**src/tap_pkg.sv**
```systemverilog
// Constants and state encoding for the boundary-scan test access port
// Functional notes
// Each rising test clock edge samples mode select into the controller and data input into the selected register.
// Test data output changes only on falling test clock edges.
// The outside controller holds the test clock high whenever it stops it.
// While shifting, the serial input enters the least significant bit of the selected register.
// While shifting, the serial output presents the most significant bit of the selected register.
// The test data output is released except while a data or instruction shift is in progress.
// Test reset low forces the controller into its reset state regardless of clock or mode select.
// Five serial pins and a sixteen-state controller govern every scan operation.
// A bypass path passes data from input to output through one clocked stage.
// In data shift the selected data register moves one stage toward the output per rising edge, others hold.
// Run-test/idle is encoded 0xC and is held while mode select is low.
// Transitions follow the standard state graph; five edges with mode select high reach reset from anywhere.
// While the controller is in reset the instruction register selects the bypass path.
package tap_pkg;
    localparam int IR_WIDTH = 4;
    localparam int DR_WIDTH = 32;
    localparam logic [IR_WIDTH-1:0] IR_BYPASS = 4'hf;
    localparam logic [IR_WIDTH-1:0] IR_USER = 4'h1;
    localparam logic [IR_WIDTH-1:0] IR_CAPTURE = 4'h1;
    localparam int SYNC_STAGES = 2;

    typedef enum logic [3:0] {
        ST_EXIT2_DR = 4'h0,
        ST_EXIT1_DR = 4'h1,
        ST_SHIFT_DR = 4'h2,
        ST_PAUSE_DR = 4'h3,
        ST_SEL_IR = 4'h4,
        ST_UPD_DR = 4'h5,
        ST_CAP_DR = 4'h6,
        ST_SEL_DR = 4'h7,
        ST_EXIT2_IR = 4'h8,
        ST_EXIT1_IR = 4'h9,
        ST_SHIFT_IR = 4'ha,
        ST_PAUSE_IR = 4'hb,
        ST_IDLE = 4'hc,
        ST_UPD_IR = 4'hd,
        ST_CAP_IR = 4'he,
        ST_RESET = 4'hf
    } tap_state_type;
endpackage : tap_pkg

```
**src/tap_port.sv**
```systemverilog
// Test access port: controller, instruction register, bypass and user data register
`timescale 1ns/10ps
module tap_port #(
    parameter int DR_BITS = tap_pkg::DR_WIDTH
) (
    input wire logic i_clk,
    input wire logic i_resetn,
    input wire logic i_tck,
    input wire logic i_tms,
    input wire logic i_tdi,
    input wire logic i_trst_n,
    input wire logic [DR_BITS-1:0] i_capture_data,
    output logic o_tdo,
    output logic o_tdo_oe,
    output logic [DR_BITS-1:0] o_update_data,
    output logic o_update_pulse,
    output tap_pkg::tap_state_type o_state,
    output logic [tap_pkg::IR_WIDTH-1:0] o_instr
);
    import tap_pkg::*;

    logic tck_rise;
    logic tck_fall;
    logic tms;
    logic tdi;
    logic trst_n;
    tap_state_type state;
    tap_state_type next_state;
    logic [IR_WIDTH-1:0] ir_shift;
    logic [IR_WIDTH-1:0] ir;
    logic bypass;
    logic [DR_BITS-1:0] dr_shift;
    logic next_tdo;
    logic [2:0] high_edges;

    tap_sync u_sync (
        .i_clk(i_clk),
        .i_resetn(i_resetn),
        .i_tck(i_tck),
        .i_tms(i_tms),
        .i_tdi(i_tdi),
        .i_trst_n(i_trst_n),
        .o_tck_rise(tck_rise),
        .o_tck_fall(tck_fall),
        .o_tms(tms),
        .o_tdi(tdi),
        .o_trst_n(trst_n)
    );

    ////////////////////////////////////////////////////////////////////////////
    // Controller

    always_comb begin
        case (state)
            ST_RESET: next_state = tms ? ST_RESET : ST_IDLE;
            ST_IDLE: next_state = tms ? ST_SEL_DR : ST_IDLE;
            ST_SEL_DR: next_state = tms ? ST_SEL_IR : ST_CAP_DR;
            ST_CAP_DR: next_state = tms ? ST_EXIT1_DR : ST_SHIFT_DR;
            ST_SHIFT_DR: next_state = tms ? ST_EXIT1_DR : ST_SHIFT_DR;
            ST_EXIT1_DR: next_state = tms ? ST_UPD_DR : ST_PAUSE_DR;
            ST_PAUSE_DR: next_state = tms ? ST_EXIT2_DR : ST_PAUSE_DR;
            ST_EXIT2_DR: next_state = tms ? ST_UPD_DR : ST_SHIFT_DR;
            ST_UPD_DR: next_state = tms ? ST_SEL_DR : ST_IDLE;
            ST_SEL_IR: next_state = tms ? ST_RESET : ST_CAP_IR;
            ST_CAP_IR: next_state = tms ? ST_EXIT1_IR : ST_SHIFT_IR;
            ST_SHIFT_IR: next_state = tms ? ST_EXIT1_IR : ST_SHIFT_IR;
            ST_EXIT1_IR: next_state = tms ? ST_UPD_IR : ST_PAUSE_IR;
            ST_PAUSE_IR: next_state = tms ? ST_EXIT2_IR : ST_PAUSE_IR;
            ST_EXIT2_IR: next_state = tms ? ST_UPD_IR : ST_SHIFT_IR;
            ST_UPD_IR: next_state = tms ? ST_SEL_DR : ST_IDLE;
            default: next_state = ST_RESET;
        endcase
    end

    // Test reset overrides any edge, whatever mode select shows
    always_ff @(posedge i_clk) begin
        if (!i_resetn || !trst_n) begin
            state <= ST_RESET;
        end else if (tck_rise) begin
            state <= next_state;
        end
    end

    ////////////////////////////////////////////////////////////////////////////
    // Instruction register

    always_ff @(posedge i_clk) begin
        if (!i_resetn || !trst_n) begin
            ir_shift <= IR_BYPASS;
        end else if (tck_rise) begin
            if (state == ST_CAP_IR) begin
                ir_shift <= IR_CAPTURE;
            end else if (state == ST_SHIFT_IR) begin
                ir_shift <= {ir_shift[IR_WIDTH-2:0], tdi};
            end
        end
    end

    always_ff @(posedge i_clk) begin
        if (!i_resetn || !trst_n || state == ST_RESET) begin
            ir <= IR_BYPASS;
        end else if (tck_rise && state == ST_UPD_IR) begin
            ir <= ir_shift;
        end
    end

    ////////////////////////////////////////////////////////////////////////////
    // Data registers

    always_ff @(posedge i_clk) begin
        if (!i_resetn) begin
            bypass <= 1'b0;
        end else if (tck_rise && ir != IR_USER) begin
            if (state == ST_CAP_DR) begin
                bypass <= 1'b0;
            end else if (state == ST_SHIFT_DR) begin
                bypass <= tdi;
            end
        end
    end

    // Only the selected register moves; the other holds
    always_ff @(posedge i_clk) begin
        if (!i_resetn) begin
            dr_shift <= '0;
        end else if (tck_rise && ir == IR_USER) begin
            if (state == ST_CAP_DR) begin
                dr_shift <= i_capture_data;
            end else if (state == ST_SHIFT_DR) begin
                dr_shift <= {dr_shift[DR_BITS-2:0], tdi};
            end
        end
    end

    always_ff @(posedge i_clk) begin
        if (!i_resetn) begin
            o_update_data <= '0;
            o_update_pulse <= 1'b0;
        end else begin
            o_update_pulse <= tck_rise && state == ST_UPD_DR && ir == IR_USER;
            if (tck_rise && state == ST_UPD_DR && ir == IR_USER) begin
                o_update_data <= dr_shift;
            end
        end
    end

    ////////////////////////////////////////////////////////////////////////////
    // Serial output, launched on the falling edge

    always_comb begin
        if (state == ST_SHIFT_IR) begin
            next_tdo = ir_shift[IR_WIDTH-1];
        end else if (ir == IR_USER) begin
            next_tdo = dr_shift[DR_BITS-1];
        end else begin
            next_tdo = bypass;
        end
    end

    always_ff @(posedge i_clk) begin
        if (!i_resetn) begin
            o_tdo <= 1'b0;
            o_tdo_oe <= 1'b0;
        end else if (tck_fall) begin
            o_tdo <= next_tdo;
            o_tdo_oe <= state == ST_SHIFT_DR || state == ST_SHIFT_IR;
        end else if (!trst_n) begin
            o_tdo_oe <= 1'b0;
        end
    end

    assign o_state = state;
    assign o_instr = ir;

    ////////////////////////////////////////////////////////////////////////////
    // Checks

    // Run of rising edges with mode select high, saturating at five so the check stays bounded
    always_ff @(posedge i_clk) begin
        if (!i_resetn || !trst_n) begin
            high_edges <= 3'h0;
        end else if (tck_rise) begin
            if (!tms) begin
                high_edges <= 3'h0;
            end else if (high_edges != 3'h5) begin
                high_edges <= high_edges + 3'h1;
            end
        end
    end
endmodule : tap_port

```
**src/tap_sync.sv**
```systemverilog
// Two-flop synchroniser with edge detection for the test pins
`timescale 1ns/10ps
module tap_sync (
    input wire logic i_clk,
    input wire logic i_resetn,
    input wire logic i_tck,
    input wire logic i_tms,
    input wire logic i_tdi,
    input wire logic i_trst_n,
    output logic o_tck_rise,
    output logic o_tck_fall,
    output logic o_tms,
    output logic o_tdi,
    output logic o_trst_n
);
    import tap_pkg::*;

    logic [3:0] meta;
    logic [3:0] sync;
    logic tck_prev;

    // Stage one is read only by stage two
    always_ff @(posedge i_clk) begin
        if (!i_resetn) begin
            meta <= 4'hb;
            sync <= 4'hb;
        end else begin
            meta <= {i_trst_n, i_tdi, i_tms, i_tck};
            sync <= meta;
        end
    end

    // Parked-high clock starts from high so no false edge after reset
    always_ff @(posedge i_clk) begin
        if (!i_resetn) begin
            tck_prev <= 1'b1;
        end else begin
            tck_prev <= sync[0];
        end
    end

    assign o_tck_rise = sync[0] & ~tck_prev;
    assign o_tck_fall = ~sync[0] & tck_prev;
    assign o_tms = sync[1];
    assign o_tdi = sync[2];
    assign o_trst_n = sync[3];
endmodule : tap_sync

```
**config.mk**
```make
export PLATFORM = sky130hd
export DESIGN_NAME = tap_port
export DESIGN_NICKNAME = d
export VERILOG_FILES = /design/src/tap_pkg.sv /design/src/tap_port.sv /design/src/tap_sync.sv
export SDC_FILE = /design/constraint.sdc
export NUM_CORES = 1
export LEC_CHECK = 0
export BUFFER_PORTS_ARGS = -buffer_cell sky130_fd_sc_hd__buf_2
export CORE_MARGIN = 2
export CORE_UTILIZATION = 40
export DETAILED_ROUTE_END_ITERATION = 8
export GPL_TIMING_DRIVEN = 0
export SLEW_MARGIN = 10
export SYNTH_ARGS = -nofsm -noshare
export SYNTH_HDL_FRONTEND = slang
export SYNTH_SLANG_ARGS = --single-unit
export TNS_END_PERCENT = 100
```
**constraint.sdc**
```tcl
create_clock -name i_clk -period 4 [get_ports i_clk]
set_input_delay 0.2 -clock i_clk [delete_from_list [all_inputs] [get_ports i_clk]]
set_output_delay 0.2 -clock i_clk [all_outputs]
set_load 0.02 [all_outputs]
```
* Yosys cells after proc, flatten, opt, wreduce, memory -nomap -nowiden
Cells that the tools add are included.
** Word-level totals
- Flip-flop bits (word level) :: 89
- Input port bits :: 38
- Word-level logic and storage cells :: 76
** Operators by class
- Equal/unequal tests :: 18
- Multiplexer cells :: 23
- Bitwise operators :: 4
- Reduce and logical (&&, ||, !) cells :: 19
** Operators with widths (number)
- $mux W32 :: 2
- $pmux W4 S12 :: 1
- $eq A4 B4 Y1 const B :: 8
- $eq A4 B3 Y1 const B :: 4
- $mux W2 :: 6
- $mux W3 :: 4
- $mux W4 :: 3
- $eq A4 B1 Y1 const B :: 2
- $eq A4 B2 Y1 const B :: 2
- $mux W1 :: 7
- $reduce_and A2 Y1 :: 3
- $logic_and A1 B1 Y1 :: 5
- $logic_not A4 Y1 :: 1
- $ne A4 B1 Y1 const B :: 1
- $reduce_bool A2 Y1 :: 2
- $reduce_or A2 Y1 :: 2
- $logic_or A1 B1 Y1 :: 3
- $reduce_or A3 Y1 :: 1
- $and A1 B1 Y1 :: 2
- $logic_not A1 Y1 :: 2
- $ne A2 B2 Y1 const B :: 1
- $not A1 Y1 :: 2

* Logic depth before layout (Yosys ltp)
- Depth in word-level cells :: 4
- Gate-level depth with buffers :: 6
- Gate-level depth less buffers :: 3

* Cells and area by module
Synthesis repeated with hierarchy kept, for this count alone.
** Second synthesis, totals
- Cell total of the unflattened synthesis :: 419
- Area total of the unflattened synthesis :: 4121.5 µm²
** Modules (own cells, without submodules)
- tap_port :: times used 1, cells each 399, area an instance 3872.5 µm², seq. area each 1601.5 µm²
- tap_sync :: times used 1, cells each 20, area an instance 249.0 µm², seq. area each 180.2 µm²

* Worst setup path before layout
Ideal clock, no wire load.
- Kind :: reg-to-reg
- From :: register ir[3], in the netlist o_instr[3]
- To :: register o_tdo
- Arrival :: 1525 ps
- Required time :: 3899 ps
- Setup slack :: 2374 ps
- Cell stages (with the launch flop) :: 4
- Clock period less this slack :: 1626 ps
- Cells stage by stage :: dfxtp_1 -> or4b_2 -> mux2i_1 -> o41ai_1
** Between the ends
- Cells in the longest elaborated chain, start to end :: 3
** Ends and longest elaborated chain
- start, declared :: line tap_port.sv:30 : logic [IR_WIDTH-1:0] ir;
- start signal, assigned :: line tap_port.sv:103 : ir <= ir_shift;
- $eq A4 B1 Y1 :: line tap_port.sv:153 : end else if (ir == IR_USER) begin
- $mux W1 :: line tap_port.sv:153
- $mux W1 :: line tap_port.sv:151 : if (state == ST_SHIFT_IR) begin
- end signal, assigned :: line tap_port.sv:165 : o_tdo <= next_tdo;
- end, declared :: line tap_port.sv:13 : output logic o_tdo,
Every way passes these cells.
A chain may end at the register's enable or synchronous reset.

* Worst setup path in the final report
- From :: register state[0], in the netlist o_state[0]
- To :: register dr_shift[6]
** Between the ends
- Cells in the longest elaborated chain, start to end :: 3
- Elaborated cells between the ends (all ways) :: 5
- Those cells by class :: eq/ne (2); mux (1); reduce/logical (2)
** Ends and longest elaborated chain
- start, declared :: line tap_port.sv:27 : tap_state_type state;
- start signal, assigned :: line tap_port.sv:80 : state <= next_state;
- $eq A4 B3 Y1 or $eq A4 B2 Y1 (tied branches) :: line tap_port.sv:127, tap_port.sv:129
- $reduce_bool A2 Y1 (no line)
- $reduce_and A2 Y1 (no line)
- end signal, assigned :: line tap_port.sv:128 : dr_shift <= i_capture_data;
- end signal, assigned :: line tap_port.sv:130 : dr_shift <= {dr_shift[DR_BITS-2:0], tdi};
- end, declared :: line tap_port.sv:32 : logic [DR_BITS-1:0] dr_shift;
Several ways; a longest one is shown, not always the timed one.

==> results.md <==
- CTS Hold Bufs: 0
- Die X: 102 µm
- Total Power: 1.62 mW
- Worst EP arrival: 2.10 ns
- Count of cells resized by post-cts repair: 0
- Launching element type of the critical path: register
- Initial standard-cell utilization of the core: 41.4%
- Wire length reported by the detailed router: 9480 µm
- Worst Clk Skew: 0.00837 ns
- Post-Syn Nets: 441
- Number of enable-type register cells in the synthesized netlist: 0
- Post-detailed-placement cell area: 4400 µm²
- Final Hold Vio Count: 0
- Area enclosed by the die boundary: 10,400 µm²
- Die Ht: 102 µm
- Syn_area_per_cell: 9.53 µm²
- Core region area: 9280 µm²
- Post-CTS setup buffer count: 0
- Final layout net count: 531
- Classification of the worst setup path: reg2reg
- Simple-gate portion of the synthesized area: 17.0%
- Antenna-violating nets left: 0
- Rows: 35
- Largest cells by area after synthesis: sky130_fd_sc_hd__dfxtp_1 46%, sky130_fd_sc_hd__mux2i_1 17%, sky130_fd_sc_hd__a31o_2 7.3%
- IO buf count: 79
- Num Clock Sinks: 89
- Area leader, netlist: sky130_fd_sc_hd__dfxtp_1
- Share of the synthesized netlist area taken by xor and xnor gates: 0%
- Max-slew headroom: 64.8%
- Share of post-route cells with drive strength above 1: 28.3%
- Insertion delay of the later-clocked pin in the worst-skew pair: 0.35 ns
- Synthesized-area fraction occupied by ao, oa, aoi and oai cells: 15.0%
- Final non-filler cell area: 4610 µm²
- Global routing usage summed across all routing layers: 18.6%
- Vias in the first global route: 3,047
- Number of storage elements in the synthesis netlist: 89
- CTS tree: done
- Register area share after synthesis: 46.4%
- Max-Cap Viols: 0
- Number of antenna diodes: 0
- Total DRC errors in the routed layout: 0
- Top cells by count, synth: 89 x sky130_fd_sc_hd__dfxtp_1, 69 x sky130_fd_sc_hd__nand2_1, 66 x sky130_fd_sc_hd__mux2i_1
- Critical Path RT: 4.23 ns
- Maximum count of clock buffers along a single path: 2
- Average wire per standard cell: 15.1 µm
- Global-route wire length before repair: 15,200 µm
- I/O pin count: 81
- Achievable clock frequency: 0.535 GHz
- H-tree depth: 3
- Largest net degree at the start of global routing: 15
- Detailed placer's ending HPWL: 6860 µm
- Asr flop ratio synth: 0%
- Via-per-instance ratio: 5.23
- Routability Congestion: 0.811
- Cell with the most instances after synthesis: sky130_fd_sc_hd__dfxtp_1
- Final Max Tran Viols: 0
- Clock buffers created by TritonCTS: 9
- Number of distinct library cells after synthesis: 38
- Cells after Synth: 403
- Post-route minimum period: 1.87 ns
- Total global routing overflow: 0
- Count of routing violations after the opening detailed-route iteration: 109
- Kind of end point of the critical path: register
- Post-CTS clock slew at the launch and capture registers of the worst setup and hold paths: 0.09 ns
- Yosys warning total: 0
- Peak supply drop: 0.213 mV
- Clock Root Buffer: sky130_fd_sc_hd__clkbuf_8
- Setup repair after global routing missed its margin: false
- Result of the run: finished, final reports clean
- Post-synthesis to final-layout area growth: 20.0%
- Main synth FF type: sky130_fd_sc_hd__dfxtp_1
- Share of the clock period used by the worst path after layout: 46.7%
- Power Dens Cells: 351 nW/µm²
- Transition time at the pin with the least slew margin: 0.526 ns
- Worst min path class: in2reg
- TNS Setup: 0 ns
- Worst hold slack: 0.0234 ns
- Number of vias in the routed layout: 3,279
- Initial antenna violation count: 0
- Final-report setup violation count: 0
- Total leakage power: 1.92 nW
- Dominant combinational cell family by area after synthesis: multiplexers
- Crit Path Max Fanout: 10
- Share of synthesized cell area in full adder, half adder and majority cells: 0%
- Area share of the largest cell type after synthesis: 46.4%
- Mux cell area share after synthesis: 17.2%
- DR pass1 iterations: 4
- Netlist area before placement: 3840 µm²
==> flip-flops by register name (all words and copies together) (netlist names) <==
register,flops
o_update_pulse,1
o_instr,4
o_tdo,1
o_tdo_oe,1
u_sync.meta,4
o_state,4
u_sync.tck_prev,1
o_update_data,32
ir_shift,4
bypass,1
u_sync.sync,4
dr_shift,32
==> critical path, stage by stage, from the launching register on <==
cell	delay (ns)
sky130_fd_sc_hd__dfxtp_1	0.31
sky130_fd_sc_hd__clkbuf_1	0.19
sky130_fd_sc_hd__nor2_1	0.45
sky130_fd_sc_hd__clkbuf_1	0.47
sky130_fd_sc_hd__a31o_2	0.25
sky130_fd_sc_hd__o21ai_0	0.07
==> worst paths after layout <==
check | cells after the start | from | slack [ns] | end
max | 5 | o_state[0] | 2.13 | dr_shift[6]
max reg2reg | 5 | o_state[0] | 2.13 | dr_shift[6]
min reg2reg | 1 | u_sync.meta[1] | 0.41 | u_sync.sync[1]
min | 2 | i_trst_n | 0.02 | u_sync.meta[3]
==> where the power goes <==
part | leakage [nW] | switching (mW) | total, mW | internal (mW)
Sequential | 0.719 | 0.00398 | 0.894 | 0.890
Clock | 0.0995 | 0.319 | 0.671 | 0.352
Combinational | 1.10 | 0.0334 | 0.0556 | 0.0222
==> layout make-up <==
class	instances	area [µm²]
inverter	1	3.75
timing repair buffer	79	395
sequential	89	1780
clock inverter	5	80.1
multi-input combinational	277	1890
buffer	36	163
fill	917	4670
clock buffer	11	131
tap	129	161
==> per-stage QoR <==
stage	worst slack, ns	instances	util (%)
after floorplan	2.37	403	-
after global placement	2.18	611	47.4
after detailed placement	2.18	611	47.4
after CTS	2.16	627	49.6
after global routing	1.93	627	49.6
final	2.13	627	49.6
==> per-layer routing <==
metal	GRT usage, %	wire length, µm
met1	26.1	4700
met2	28.8	4170
met3	3.49	454
met4	6.46	157
met5	0	0
==> kinds of logic after synthesis <==
logic type,Yosys count
muxes,66
AOI/OAI and AO/OA,87
buffers and inverters,37
DFF,89
and+or+nand+nor,124
==> layout by cell type, fill, tap and decap left out, types with 2 or more instances in the layout <==
cell / n
sky130_fd_sc_hd__or3_1: 2
sky130_fd_sc_hd__nand3b_1: 3
sky130_fd_sc_hd__a31o_2: 32
sky130_fd_sc_hd__nor2_1: 3
sky130_fd_sc_hd__bufinv_16: 2
sky130_fd_sc_hd__nor4bb_1: 2
sky130_fd_sc_hd__nand4_1: 6
sky130_fd_sc_hd__dfxtp_1: 89
sky130_fd_sc_hd__o21ai_1: 12
sky130_fd_sc_hd__buf_2: 83
sky130_fd_sc_hd__a21oi_1: 5
sky130_fd_sc_hd__nand2b_1: 10
sky130_fd_sc_hd__nor2b_1: 2
sky130_fd_sc_hd__nand2_1: 69
sky130_fd_sc_hd__mux2i_1: 66
sky130_fd_sc_hd__or4b_2: 2
sky130_fd_sc_hd__nand4b_1: 4
sky130_fd_sc_hd__clkbuf_1: 27
sky130_fd_sc_hd__buf_4: 6
sky130_fd_sc_hd__clkinvlp_4: 2
sky130_fd_sc_hd__o21ai_0: 31
sky130_fd_sc_hd__or3b_2: 2
sky130_fd_sc_hd__nand3_1: 9
sky130_fd_sc_hd__clkbuf_8: 9
sky130_fd_sc_hd__and2_1: 3
Note: power is estimated with default switching activity, not from simulation.
